===== src/vis_seq_regs.svh =====
// constants of the vectored interrupt sequencer: offsets, fields, counts
`ifndef VIS_SEQ_REGS_SVH
`define VIS_SEQ_REGS_SVH

// register file locations
`define VIS_RF_ADDR_W 7
`define VIS_RF_ENABLE 7'h2f
`define VIS_RF_SERIAL_REQ 7'h3d
`define VIS_RF_TIMER_REQ 7'h3e
`define VIS_RF_PIN_REQ 7'h3f

// field positions
`define VIS_EN_PIN_BIT 0
`define VIS_EN_TIMER_BIT 1
`define VIS_EN_SERIAL_BIT 2
`define VIS_REQ_FLAG_BIT 0

// reset values
`define VIS_ENABLE_RESET 3'h0
`define VIS_REQ_RESET 1'h0
`define VIS_INTE_RESET 1'h0
`define VIS_PSW_CLEAR 5'h00

// instruction cycle timing in clocks
`define VIS_CYCLE_CLKS 16
`define VIS_PHASE_CLKS 4
`define VIS_CNT_W 4
`define VIS_SAMPLE_CNT 4'h7
`define VIS_LAST_CNT 4'hf

// vector addresses by source
`define VIS_VEC_PIN 16'h0003
`define VIS_VEC_TIMER 16'h0002
`define VIS_VEC_SERIAL 16'h0001
`define VIS_VEC_NONE 16'h0000

`endif


===== src/vis_seq_pkg.sv =====
// types of the vectored interrupt sequencer
package vis_seq_pkg;

  // sequencing state of the current instruction cycle
  typedef enum logic [3:0] {
    VIS_EXEC = 4'b0001,
    VIS_MOVT2 = 4'b0010,
    VIS_SKIPNOP = 4'b0100,
    VIS_INTCYC = 4'b1000
  } vis_seq_state_t;

  // instruction class reported by the cpu sequencer for this cycle
  typedef struct packed {
    logic table_move_instruction;
    logic enable_irq_instruction;
    logic disable_irq_instruction;
    logic return_from_irq_instruction;
    logic stop_instruction;
    logic skip_met;
  } vis_cpu_ctl_t;

  // one-cycle request events from the peripherals
  typedef struct packed {
    logic serial;
    logic timer;
    logic pin;
  } vis_irq_evt_t;

  // register file access from the cpu
  typedef struct packed {
    logic rd;
    logic wr;
    logic [6:0] addr;
    logic [3:0] wdata;
  } vis_rf_req_t;

  typedef struct packed {
    logic [3:0] cnt;
  } vis_phase_state_t;

endpackage : vis_seq_pkg


===== src/vis_phase_counter.sv =====
// instruction cycle counter: sixteen clocks in four machine phases
`timescale 1ns/1ns
`include "vis_seq_regs.svh"

module vis_phase_counter
  import vis_seq_pkg::*;
(
  input wire logic clock,
  input wire logic rstn,
  output logic [1:0] phase,
  output logic [3:0] cnt,
  output logic sample_edge,
  output logic cycle_end
);

  vis_phase_state_t s_ff;
  vis_phase_state_t nxt_s;

  always_comb begin
    nxt_s = s_ff;
    nxt_s.cnt = s_ff.cnt + 4'h1;
  end

  always_ff @(posedge clock or negedge rstn) begin
    if (!rstn) begin
      s_ff <= '0;
    end else begin
      s_ff <= nxt_s;
    end
  end

  // phase index is clock count divided by the phase length
  assign phase = s_ff.cnt[3:2];
  assign cnt = s_ff.cnt;
  // clock before the third machine phase begins
  assign sample_edge = (s_ff.cnt == `VIS_SAMPLE_CNT);
  assign cycle_end = (s_ff.cnt == `VIS_LAST_CNT);

endmodule : vis_phase_counter


===== src/vis_sequencer.sv =====
// vectored interrupt sequencer: request flags, enables, acceptance timing
`timescale 1ns/1ns
`include "vis_seq_regs.svh"

module vis_sequencer
  import vis_seq_pkg::*;
(
  input wire logic clock,
  input wire logic rstn,
  input wire vis_cpu_ctl_t cpu_ctl,
  input wire vis_irq_evt_t irq_evt,
  input wire logic timer_counter_clear,
  input wire logic [4:0] program_status_word,
  input wire vis_rf_req_t rf_req,
  output logic [3:0] rf_rdata,
  output logic [1:0] phase,
  output logic cycle_end,
  output logic int_cycle,
  output logic nop_slot,
  output logic stack_push,
  output logic psw_clear,
  output logic psw_restore,
  output logic [4:0] saved_psw,
  output logic [15:0] vector_addr
);

  typedef struct packed {
    vis_seq_state_t state;
    logic pin_req;
    logic timer_req;
    logic serial_req;
    logic [2:0] enable;
    logic inte;
    logic inte_arm;
    logic hit;
    logic [4:0] irq_stack;
    logic [15:0] vector;
    logic [3:0] rdata;
    logic push;
    logic clr_psw;
    logic restore;
  } vis_seq_reg_t;

  vis_seq_reg_t s_ff;
  vis_seq_reg_t nxt_s;

  logic sample_edge;

  vis_phase_counter u_phase (
    .clock(clock),
    .rstn(rstn),
    .phase(phase),
    .cnt(),
    .sample_edge(sample_edge),
    .cycle_end(cycle_end)
  );

  // one-hot grant, pin first, serial last
  function automatic logic [2:0] prio_pick(input logic [2:0] pend);
    logic [2:0] g;
    g = 3'h0;
    if (pend[`VIS_EN_PIN_BIT]) begin
      g[`VIS_EN_PIN_BIT] = 1'b1;
    end else if (pend[`VIS_EN_TIMER_BIT]) begin
      g[`VIS_EN_TIMER_BIT] = 1'b1;
    end else if (pend[`VIS_EN_SERIAL_BIT]) begin
      g[`VIS_EN_SERIAL_BIT] = 1'b1;
    end
    return g;
  endfunction : prio_pick

  function automatic logic [15:0] vec_of(input logic [2:0] g);
    logic [15:0] v;
    v = `VIS_VEC_NONE;
    case (g)
      3'h1: v = `VIS_VEC_PIN;
      3'h2: v = `VIS_VEC_TIMER;
      3'h4: v = `VIS_VEC_SERIAL;
      default: v = `VIS_VEC_NONE;
    endcase
    return v;
  endfunction : vec_of

  // hardware set dominates every clear so no event is lost
  function automatic logic upd_flag(
    input logic cur,
    input logic hw_set,
    input logic sw_wr,
    input logic sw_val,
    input logic hw_clr
  );
    logic r;
    r = cur;
    if (hw_set) begin
      r = 1'b1;
    end else if (sw_wr) begin
      r = sw_val;
    end else if (hw_clr) begin
      r = 1'b0;
    end
    return r;
  endfunction : upd_flag

  function automatic logic wr_hit(
    input vis_rf_req_t q,
    input logic [6:0] a
  );
    return q.wr && (q.addr == a);
  endfunction : wr_hit

  // an int cycle may only follow a slot that ends a whole instruction
  function automatic logic slot_open(
    input vis_seq_state_t st,
    input vis_cpu_ctl_t c
  );
    logic r;
    r = 1'b0;
    case (st)
      VIS_EXEC: begin
        r = !c.table_move_instruction && !c.enable_irq_instruction &&
            !c.disable_irq_instruction && !c.skip_met;
      end
      VIS_MOVT2: r = 1'b1;
      VIS_SKIPNOP: r = 1'b1;
      VIS_INTCYC: r = 1'b0;
      default: r = 1'b0;
    endcase
    return r;
  endfunction : slot_open

  // register file read decode; unmapped locations read zero
  function automatic logic [3:0] rf_read(
    input logic [6:0] a,
    input vis_seq_reg_t s
  );
    logic [3:0] r;
    r = 4'h0;
    case (a)
      `VIS_RF_ENABLE: r = {1'b0, s.enable};
      `VIS_RF_SERIAL_REQ: r = {3'h0, s.serial_req};
      `VIS_RF_TIMER_REQ: r = {3'h0, s.timer_req};
      `VIS_RF_PIN_REQ: r = {3'h0, s.pin_req};
      default: r = 4'h0;
    endcase
    return r;
  endfunction : rf_read

  // slot that follows a boundary without acceptance
  function automatic vis_seq_state_t next_slot(
    input vis_seq_state_t st,
    input vis_cpu_ctl_t c
  );
    vis_seq_state_t n;
    n = VIS_EXEC;
    case (st)
      VIS_EXEC: begin
        if (c.table_move_instruction) begin
          n = VIS_MOVT2;
        end else if (c.skip_met) begin
          n = VIS_SKIPNOP;
        end else begin
          n = VIS_EXEC;
        end
      end
      VIS_MOVT2: n = VIS_EXEC;
      VIS_SKIPNOP: n = VIS_EXEC;
      VIS_INTCYC: n = VIS_EXEC;
      default: n = VIS_EXEC;
    endcase
    return n;
  endfunction : next_slot

  logic [2:0] req_vec;
  logic [2:0] pending;
  logic [2:0] grant;
  logic exec;
  logic allow;
  logic inte_ok;
  logic accept;
  logic stop_clr;
  logic [3:0] rd_mux;
  // software write strobes per register file location
  logic wr_enable;
  logic wr_pin;
  logic wr_timer;
  logic wr_serial;
  // hardware clears of each request flag
  logic clr_pin;
  logic clr_timer;
  logic clr_serial;
  // instruction classes seen at a plain instruction boundary
  logic ei_end;
  logic di_end;
  logic ret_end;

  always_comb begin
    req_vec = {s_ff.serial_req, s_ff.timer_req, s_ff.pin_req};
    pending = req_vec & s_ff.enable;
    grant = prio_pick(pending);
    exec = (s_ff.state == VIS_EXEC);
    // boundaries where an int cycle may follow
    allow = cycle_end && slot_open(s_ff.state, cpu_ctl);
    // an armed enable takes effect at the end of its follower
    inte_ok = s_ff.inte || s_ff.inte_arm;
    accept = allow && s_ff.hit && inte_ok && (pending != 3'h0);
    stop_clr = cycle_end && exec && cpu_ctl.stop_instruction;
    ei_end = cycle_end && exec && cpu_ctl.enable_irq_instruction;
    di_end = cycle_end && exec && cpu_ctl.disable_irq_instruction;
    ret_end = cycle_end && exec && cpu_ctl.return_from_irq_instruction;
    wr_enable = wr_hit(rf_req, `VIS_RF_ENABLE);
    wr_pin = wr_hit(rf_req, `VIS_RF_PIN_REQ);
    wr_timer = wr_hit(rf_req, `VIS_RF_TIMER_REQ);
    wr_serial = wr_hit(rf_req, `VIS_RF_SERIAL_REQ);
    // int entry clears only the granted source
    clr_pin = accept && grant[`VIS_EN_PIN_BIT];
    clr_timer = (accept && grant[`VIS_EN_TIMER_BIT]) ||
                timer_counter_clear || stop_clr;
    clr_serial = accept && grant[`VIS_EN_SERIAL_BIT];
    rd_mux = rf_read(rf_req.addr, s_ff);
  end

  always_comb begin
    nxt_s = s_ff;
    nxt_s.push = 1'b0;
    nxt_s.clr_psw = 1'b0;
    nxt_s.restore = 1'b0;

    if (rf_req.rd) begin
      nxt_s.rdata = rd_mux;
    end

    if (wr_enable) begin
      nxt_s.enable = rf_req.wdata[2:0];
    end

    // request flags; int entry clears the granted source
    nxt_s.pin_req = upd_flag(s_ff.pin_req, irq_evt.pin,
      wr_pin,
      rf_req.wdata[`VIS_REQ_FLAG_BIT],
      clr_pin);
    nxt_s.timer_req = upd_flag(s_ff.timer_req, irq_evt.timer,
      wr_timer,
      rf_req.wdata[`VIS_REQ_FLAG_BIT],
      clr_timer);
    nxt_s.serial_req = upd_flag(s_ff.serial_req, irq_evt.serial,
      wr_serial,
      rf_req.wdata[`VIS_REQ_FLAG_BIT],
      clr_serial);

    // recognition point just before the third machine phase
    if (sample_edge && (pending != 3'h0)) begin
      nxt_s.hit = 1'b1;
    end

    if (cycle_end) begin
      // global enable bookkeeping at the instruction boundary
      if (s_ff.inte_arm) begin
        nxt_s.inte = 1'b1;
        nxt_s.inte_arm = 1'b0;
      end
      if (ei_end) begin
        nxt_s.inte_arm = 1'b1;
      end
      if (di_end) begin
        nxt_s.inte = 1'b0;
        nxt_s.inte_arm = 1'b0;
      end
      // return leaves the global enable untouched
      if (ret_end) begin
        nxt_s.restore = 1'b1;
      end
      if (allow) begin
        nxt_s.hit = 1'b0;
      end

      if (accept) begin
        nxt_s.state = VIS_INTCYC;
        nxt_s.vector = vec_of(grant);
        nxt_s.inte = 1'b0;
        nxt_s.inte_arm = 1'b0;
        nxt_s.hit = 1'b0;
        nxt_s.push = 1'b1;
        // single level: a nested entry overwrites the saved word
        nxt_s.irq_stack = program_status_word;
        nxt_s.clr_psw = 1'b1;
        nxt_s.restore = 1'b0;
      end else begin
        nxt_s.state = next_slot(s_ff.state, cpu_ctl);
      end
    end
  end

  always_ff @(posedge clock or negedge rstn) begin
    if (!rstn) begin
      s_ff.state <= VIS_EXEC;
      s_ff.pin_req <= `VIS_REQ_RESET;
      s_ff.timer_req <= `VIS_REQ_RESET;
      s_ff.serial_req <= `VIS_REQ_RESET;
      s_ff.enable <= `VIS_ENABLE_RESET;
      s_ff.inte <= `VIS_INTE_RESET;
      s_ff.inte_arm <= 1'b0;
      s_ff.hit <= 1'b0;
      s_ff.irq_stack <= `VIS_PSW_CLEAR;
      s_ff.vector <= `VIS_VEC_NONE;
      s_ff.rdata <= 4'h0;
      s_ff.push <= 1'b0;
      s_ff.clr_psw <= 1'b0;
      s_ff.restore <= 1'b0;
    end else begin
      s_ff <= nxt_s;
    end
  end

  assign rf_rdata = s_ff.rdata;
  assign int_cycle = (s_ff.state == VIS_INTCYC);
  assign nop_slot = (s_ff.state == VIS_SKIPNOP);
  assign stack_push = s_ff.push;
  assign psw_clear = s_ff.clr_psw;
  assign psw_restore = s_ff.restore;
  assign saved_psw = s_ff.irq_stack;
  assign vector_addr = s_ff.vector;

endmodule : vis_sequencer


===== config.mk =====
export PLATFORM = sky130hd
export DESIGN_NAME = vis_sequencer
export DESIGN_NICKNAME = d
export VERILOG_FILES = /design/src/vis_seq_pkg.sv /design/src/vis_phase_counter.sv /design/src/vis_sequencer.sv
export VERILOG_INCLUDE_DIRS = /design/src
export SDC_FILE = /design/constraint.sdc
export NUM_CORES = 1
export LEC_CHECK = 0
export BUFFER_PORTS_ARGS = -buffer_cell sky130_fd_sc_hd__buf_4
export CELL_PAD_IN_SITES_DETAIL_PLACEMENT = 0
export CELL_PAD_IN_SITES_GLOBAL_PLACEMENT = 1
export CORE_ASPECT_RATIO = 1.75
export CORE_MARGIN = 4
export CORE_UTILIZATION = 29
export DETAILED_ROUTE_END_ITERATION = 7
export PLACE_DENSITY = 0.69
export SLEW_MARGIN = 10
export SYNTH_ARGS = -nofsm -noshare
export SYNTH_HDL_FRONTEND = slang
export SYNTH_SLANG_ARGS = --single-unit

===== constraint.sdc =====
create_clock -name clock -period 4.5 [get_ports clock]
set_input_delay 1.35 -clock clock [delete_from_list [all_inputs] [get_ports clock]]
set_output_delay 1.35 -clock clock [all_outputs]
set_load 0.02 [all_outputs]

==> results of run 1 <==
## power breakdown
group | total [mW] | internal, mW | leakage [nW] | switching [mW]
Combinational | 0.0754 | 0.0348 | 0.554 | 0.0406
Sequential | 0.280 | 0.272 | 0.364 | 0.00833
Clock | 0.216 | 0.124 | 0.0455 | 0.0921
## Yosys cell counts (all sizes together) (3+ instances only)
| cell type | number | area [sq um] |
|---|---|---|
| nand3 | 4 | 20.02 |
| buf | 29 | 221.5 |
| nand2 | 12 | 47.55 |
| o21ai | 7 | 35.03 |
| nor2 | 5 | 18.77 |
| mux2 | 9 | 120.1 |
| nor3 | 3 | 15.01 |
| dfrtp | 28 | 700.7 |
| a21oi | 5 | 25.02 |
| nor4b | 3 | 32.53 |
| inv | 13 | 56.30 |
| nand4 | 3 | 18.77 |
## worst max-delay path, cell delays in order (launching register included)
cell     delay [ps]
dfrtp_1         390
ha_1            250
nand3_1         190
inv_1           120
buf_4           170
## registers in the layout (all words and copies together) (netlist names)
register and cells:
saved_psw 5, u_phase.cnt 4, psw_restore 1, rf_rdata 3, req_vec 3, s_ff 10
psw_clear 1, vector_addr 2
## cell families (layout without fill, tap and decap cells)
group	after synthesis	count (layout)	synth area share, %
adders and majority gates	1	1	0.7904
DFF	29	29	45.93
buffers and inverters	42	67	17.55
AOI/OAI and AO/OA	26	26	10.99
muxes	9	9	7.589
other	1	15	0.2369
xor gates and xnor gates	3	3	1.660
and+or+nand+nor	42	42	15.26
## area by class of cell
type / count / area share [%]
Sequential cell: 29 / 37.44
Multi-Input combinational cell: 96 / 32.47
Timing Repair Buffer: 46 / 17.78
Tap cell: 74 / 4.768
Clock buffer: 8 / 4.639
Inverter: 13 / 2.899
## per-stage QoR
| stage | total power, mW | hold slack, ps |
|---|---|---|
| 4_1_cts | 0.5823 | 460.0 |
| 2_1_floorplan | 0.3355 | 422.4 |
| 6_report | 0.5719 | 454.1 |
| 3_5_place_dp | 0.3608 | 450.6 |
| 5_1_grt | 0.6040 | 476.0 |
| 3_3_place_gp | 0.3597 | 437.5 |
## worst paths after layout
kind / start / end / slack, ps
max in group asynchronous: rstn / s_ff[37] / 3180
hold reg to reg: u_phase.cnt[0] / u_phase.cnt[0] / 450
setup / recovery: u_phase.cnt[0] / cycle_end / 1750
setup reg to reg: u_phase.cnt[0] / saved_psw[1] / 2490
min in group asynchronous: rstn / saved_psw[0] / 990
hold / removal: u_phase.cnt[0] / u_phase.cnt[0] / 450
## layer usage
| layer | part of all wire (%) | up-vias | global-route usage [%] | wire [um] |
|---|---|---|---|---|
| met5 | 0 | - | 0 | 0 |
| met4 | 2.8 | 0 | 6.491 | 94 |
| met3 | 5.9 | 6 | 2.665 | 201 |
| met2 | 55 | 41 | 17.99 | 1879 |
| met1 | 36 | 572 | 11.07 | 1230 |
| li1 | - | 572 | - | - |
==> qor.csv, run 1 <==
stage;metric;value;unit
global_route;initial antenna violation count;0;
die;Core Area;5299;sq um
min_path;WHS Path Cells;1;
global_route;grt total ovfl;0;
global_route;gr usage total;10.45;%
worst_setup_path;Worst R2R Path Depth;6;
synthesis;Post-synth EDFFs;0;
clock_tree;CTS Buffer Depth;2;
cells_and_area;most common cell after layout, fill and taps aside;buf_4;
sta;RSZ-0062 raised after global routing;no;
worst_setup_path;crit end category;primary output;
synthesis;Synth warnings;0;
clock_tree;Post-CTS Hold Buffers;0;
power_and_ir_drop;VDD IR-drop max;0.0001142;V
min_path;hold crit path type;flip-flop to flip-flop;
power_and_ir_drop;Pwr Density;294.5;nW/um^2
routing;DRC;0;
power_and_ir_drop;Leak;0.9626;nW
clock_tree;Clock transition at path regs;60;ps
die;Ports;63;
sta;final setup fails;0;
worst_setup_path;critical path type;flip-flop to primary output;
worst_setup_path;crit path DAT;1400;ps
synthesis;post-synthesis cell area;1583;sq um
cells_and_area;Filler cells;556;
placed_design;# port buffers;46;
sta;setup TNS;0;ps
die;starting density of the core;29.87;%
clock_tree;Max H-tree Level;2;
synthesis;Netlist cell types;44;
clock_tree;CTS tree;yes;
routing;antenna violation net count after detailed routing;0;
worst_setup_path;Worst EP required;3150;ps
placed_design;pre-CTS WS;1523;ps
routing;drt first-iter violations;59;
sta;Clock Skews;5.438;ps
outcome;run status;completed;
clock_tree;clk_lat worst skew;280;ps
clock_tree;root buffer cell;clkbuf_8;
synthesis;number of synthesized register bits;29;
cells_and_area;Reg area;726.9;sq um
clock_tree;Post-CTS Setup Repair Bufs;0;
routing;via count;1191;
synthesis;Post-synth ARST share;100.0;%
placed_design;GP Congestion;0.7673;
run;Max-cap violations;0;
synthesis;Avg Cell Area, Syn;10.34;sq um
cells_and_area;n_diodes;0;
worst_setup_path;critical path peak fanout;5;
sta;Final period util;61.08;%
cells_and_area;multi-input logic area;630.6;sq um
placed_design;placed inst area;1852;sq um
cells_and_area;post-route design area;1942;sq um
placed_design;placed cells;258;
cells_and_area;share of cells above drive strength 1;34.90;%
die;Die Ht;105.7;um
synthesis;Synth Flop Type;dfrtp_1;
clock_tree;clk sinks;29;
sta;final hold viol count;0;
routing;first-pass iteration count of the detailed router;4;
synthesis;Mapped Cells;153;
sta;final worst slack;1751;ps
cells_and_area;most frequent cells in the layout;46 x buf_4, 28 x dfrtp_1, 15 x conb_1;
worst_setup_path;crit path launch type;flip-flop;
die;FP Rows;35;
synthesis;register area share after synthesis;45.93;%
cells_and_area;area grow syn2layout;22.69;%
global_route;largest net degree at the start of global routing;30;
cells_and_area;fin util;36.65;%
cells_and_area;Layout Nets;222;
global_route;vias in the first global route;1089;
sta;Max Freq;363.8;MHz
die;die width;63.85;um
clock_tree;PostCTS Resize Cnt;0;
sta;Slew Limit Fails;0;
global_route;global-route wire length before repair;5.306;mm
routing;WL/cell;12.80;um
routing;Vias/cell;4.477;
placed_design;hpwl dp;2.710;mm
cells_and_area;non-filler cells, final;266;
die;die area;6750;sq um
routing;WL final;3.405;mm
sta;Final Critical Period;2749;ps
clock_tree;cts bufs inserted;5;
No activity file was read; power rests on OpenSTA's default activity.
==> run 2, diff against run 1 <==
- ABC_AREA: not set -> 1
- PLACE_DENSITY: 0.69 -> 0.74
- clock period: 4.5 -> 2.3 ns (I/O delays scaled with it)
==> run 2 against run 1 <==
  * Clock power up 80%
  * Combinational power rose to 2.6 times the previous value
  * Global-route usage up 0.10 points
  * Final cell count up 27%
  * Count of clock-buffer cells in the layout unchanged
  * Critical path depth unchanged
  * Power up 100%
  * First-iteration DRC count up 24%
  * Die area up 8.2%
  * Largest cell class unchanged
==> qor.csv, run 2 <==
stage;metric;value;unit
cells_and_area;max reg flops;10;
sta;final setup fails;0;
die;die area;7306;sq um
die;Die Ht;110.1;um
cells_and_area;share of cells above drive strength 1;28.08;%
worst_setup_path;crit path DAT;1290;ps
synthesis;Netlist cell types;27;
clock_tree;Post-CTS Setup Repair Bufs;0;
synthesis;post-synth top area share;40.55;%
routing;drt first-iter violations;73;
placed_design;GP Congestion;0.7814;
worst_setup_path;critical path peak fanout;10;
placed_design;pre-CTS WS;585.5;ps
worst_setup_path;crit end category;primary output;
clock_tree;PostCTS Resize Cnt;0;
global_route;initial antenna violation count;0;
cells_and_area;most frequent cells in the layout;48 x nand2_1, 46 x buf_4, 32 x inv_1;
global_route;grt total ovfl;0;
cells_and_area;most common cell after layout, fill and taps aside;nand2_1;
die;Ports;63;
synthesis;largest family of logic cells by synthesized area;simple AND/OR/NAND/NOR gates;
clock_tree;CTS Buffer Depth;2;
routing;WL/cell;10.50;um
synthesis;largest cells by area after synthesis;dfrtp_1 41%, buf_4 12%, nand2_1 10%;
clock_tree;Clock transition at path regs;60;ps
worst_setup_path;critical path type;flip-flop to primary output;
power_and_ir_drop;VDD IR-drop max;0.0002031;V
routing;Vias/cell;4.101;
cells_and_area;n_diodes;0;
cells_and_area;area grow syn2layout;21.14;%
power_and_ir_drop;Pwr Density;546.2;nW/um^2
synthesis;post-synthesis mux area share;0;%
synthesis;Avg Cell Area, Syn;7.854;sq um
clock_tree;CTS tree;yes;
clock_tree;Max H-tree Level;2;
global_route;global-route wire length before repair;5.858;mm
synthesis;area fraction in compound gates after synthesis;5.141;%
sta;final hold viol count;0;
die;FP Rows;37;
sta;Max Freq;504.2;MHz
routing;WL final;3.549;mm
synthesis;Mapped Cells;220;
cells_and_area;non-filler cells, final;338;
synthesis;Synth warnings;0;
global_route;gr usage total;10.55;%
synthesis;post-synthesis cell area;1728;sq um
worst_setup_path;worst reg-to-reg setup slack;830;ps
synthesis;most frequent cells after synthesis;48 x nand2_1, 32 x inv_1, 28 x buf_4, 28 x dfrtp_1, 25 x nor2_1;
clock_tree;cts bufs inserted;5;
clock_tree;Post-CTS Hold Buffers;0;
sta;Clock Skews;3.860;ps
sta;Final Critical Period;1983;ps
die;Core Area;5833;sq um
placed_design;# port buffers;46;
clock_tree;root buffer cell;clkbuf_8;
worst_setup_path;crit path launch type;flip-flop;
clock_tree;clk_lat worst skew;270;ps
die;die width;66.35;um
placed_design;placed cells;330;
routing;first-pass iteration count of the detailed router;4;
clock_tree;clk sinks;29;
sta;RSZ-0062 raised after global routing;no;
worst_setup_path;Worst EP required;1610;ps
synthesis;Post-Synth Adder-Cell Area;0.7241;%
synthesis;top-count cell post-synth;nand2_1;
synthesis;register area share after synthesis;42.07;%
sta;final worst slack;316.5;ps
worst_setup_path;Worst R2R Path Depth;8;
synthesis;leading area contributor after synthesis;dfrtp_1;
worst_setup_path;R2R Path Start;u_phase.cnt[0];
synthesis;Synth Flop Type;dfrtp_1;
synthesis;Synth Area in Simple Gates;30.63;%
routing;via count;1386;
worst_setup_path;R2R Path End;s_ff[30];
cells_and_area;Layout Nets;290;
synthesis;number of synthesized register bits;29;
run;Max-cap violations;0;
sta;setup TNS;0;ps
routing;DRC;0;
die;starting density of the core;29.62;%
power_and_ir_drop;Leak;1.178;nW
sta;Slew Limit Fails;0;
routing;antenna violation net count after detailed routing;0;
min_path;hold crit path type;primary input to asynchronous set/reset pin;
sta;Final period util;86.24;%
cells_and_area;largest register by flop count;s_ff;
cells_and_area;fin util;35.89;%
outcome;run status;completed;
placed_design;hpwl dp;2.870;mm
synthesis;XOR/XNOR share of the synthesized area;0.5069;%
synthesis;Post-synth ARST share;100.0;%
synthesis;Post-synth EDFFs;0;
global_route;largest net degree at the start of global routing;30;
global_route;vias in the first global route;1342;
## run 2: layout make-up
class	instances	area (sq um)
Fill cell	690	3740
Sequential cell	29	726.9
Multi-Input combinational cell	141	695.7
Timing Repair Buffer	46	345.3
Inverter	36	147.6
Tap cell	78	97.59
Clock buffer	8	80.08
## run 2: how the worst max path moves through the flow
stage	start	endpoint	slack, ps
floorplan	s_ff[37]	int_cycle	510
global placement	u_phase.cnt[0]	cycle_end	600
detailed placement	rf_req[7]	s_ff[32]	590
CTS	u_phase.cnt[0]	cycle_end	290
global route	u_phase.cnt[0]	cycle_end	220
finish	u_phase.cnt[0]	cycle_end	320
## run 2: power breakdown
part / internal [mW] / switching, mW / leakage, nW
clock network: 0.214 / 0.174 / 0.0395
registers: 0.541 / 0.0193 / 0.357
logic: 0.0752 / 0.120 / 0.781
total: 0.830 / 0.313 / 1.18
## run 2: cell families (layout without fill, tap and decap cells)
family                   count (synthesis)  count (layout)
AND/OR/NAND/NOR                        108             108
buffers and inverters                   64              90
flip-flops                              29              29
AO/OA/AOI/OAI                           16              16
adder cells (fa/ha/maj)                  1               1
other                                    1              15
XOR/XNOR                                 1               1
## run 2: per-stage QoR
step           hold WS (ps)  area [sq um]  total power [mW]
4_1_cts               343.7          2093             1.168
2_1_floorplan         394.4          1780            0.7127
6_report              339.8          2093             1.143
3_5_place_dp          440.8          2013            0.7661
5_1_grt               355.2          2093             1.211
3_3_place_gp          435.8          2013            0.7633
## run 2: critical path, stage by stage, from the launching register on
cell	delay, ps
dfrtp_1	360
ha_1	190
nand2_2	100
nor2_8	190
buf_4	180
## run 2: metal layers
metal	vias to the layer above	routed length, um	track usage, %
li1	707	-	-
met1	629	1260	10.01
met2	44	2004	20.75
met3	6	210	2.535
met4	0	73	4.360
met5	-	0	0
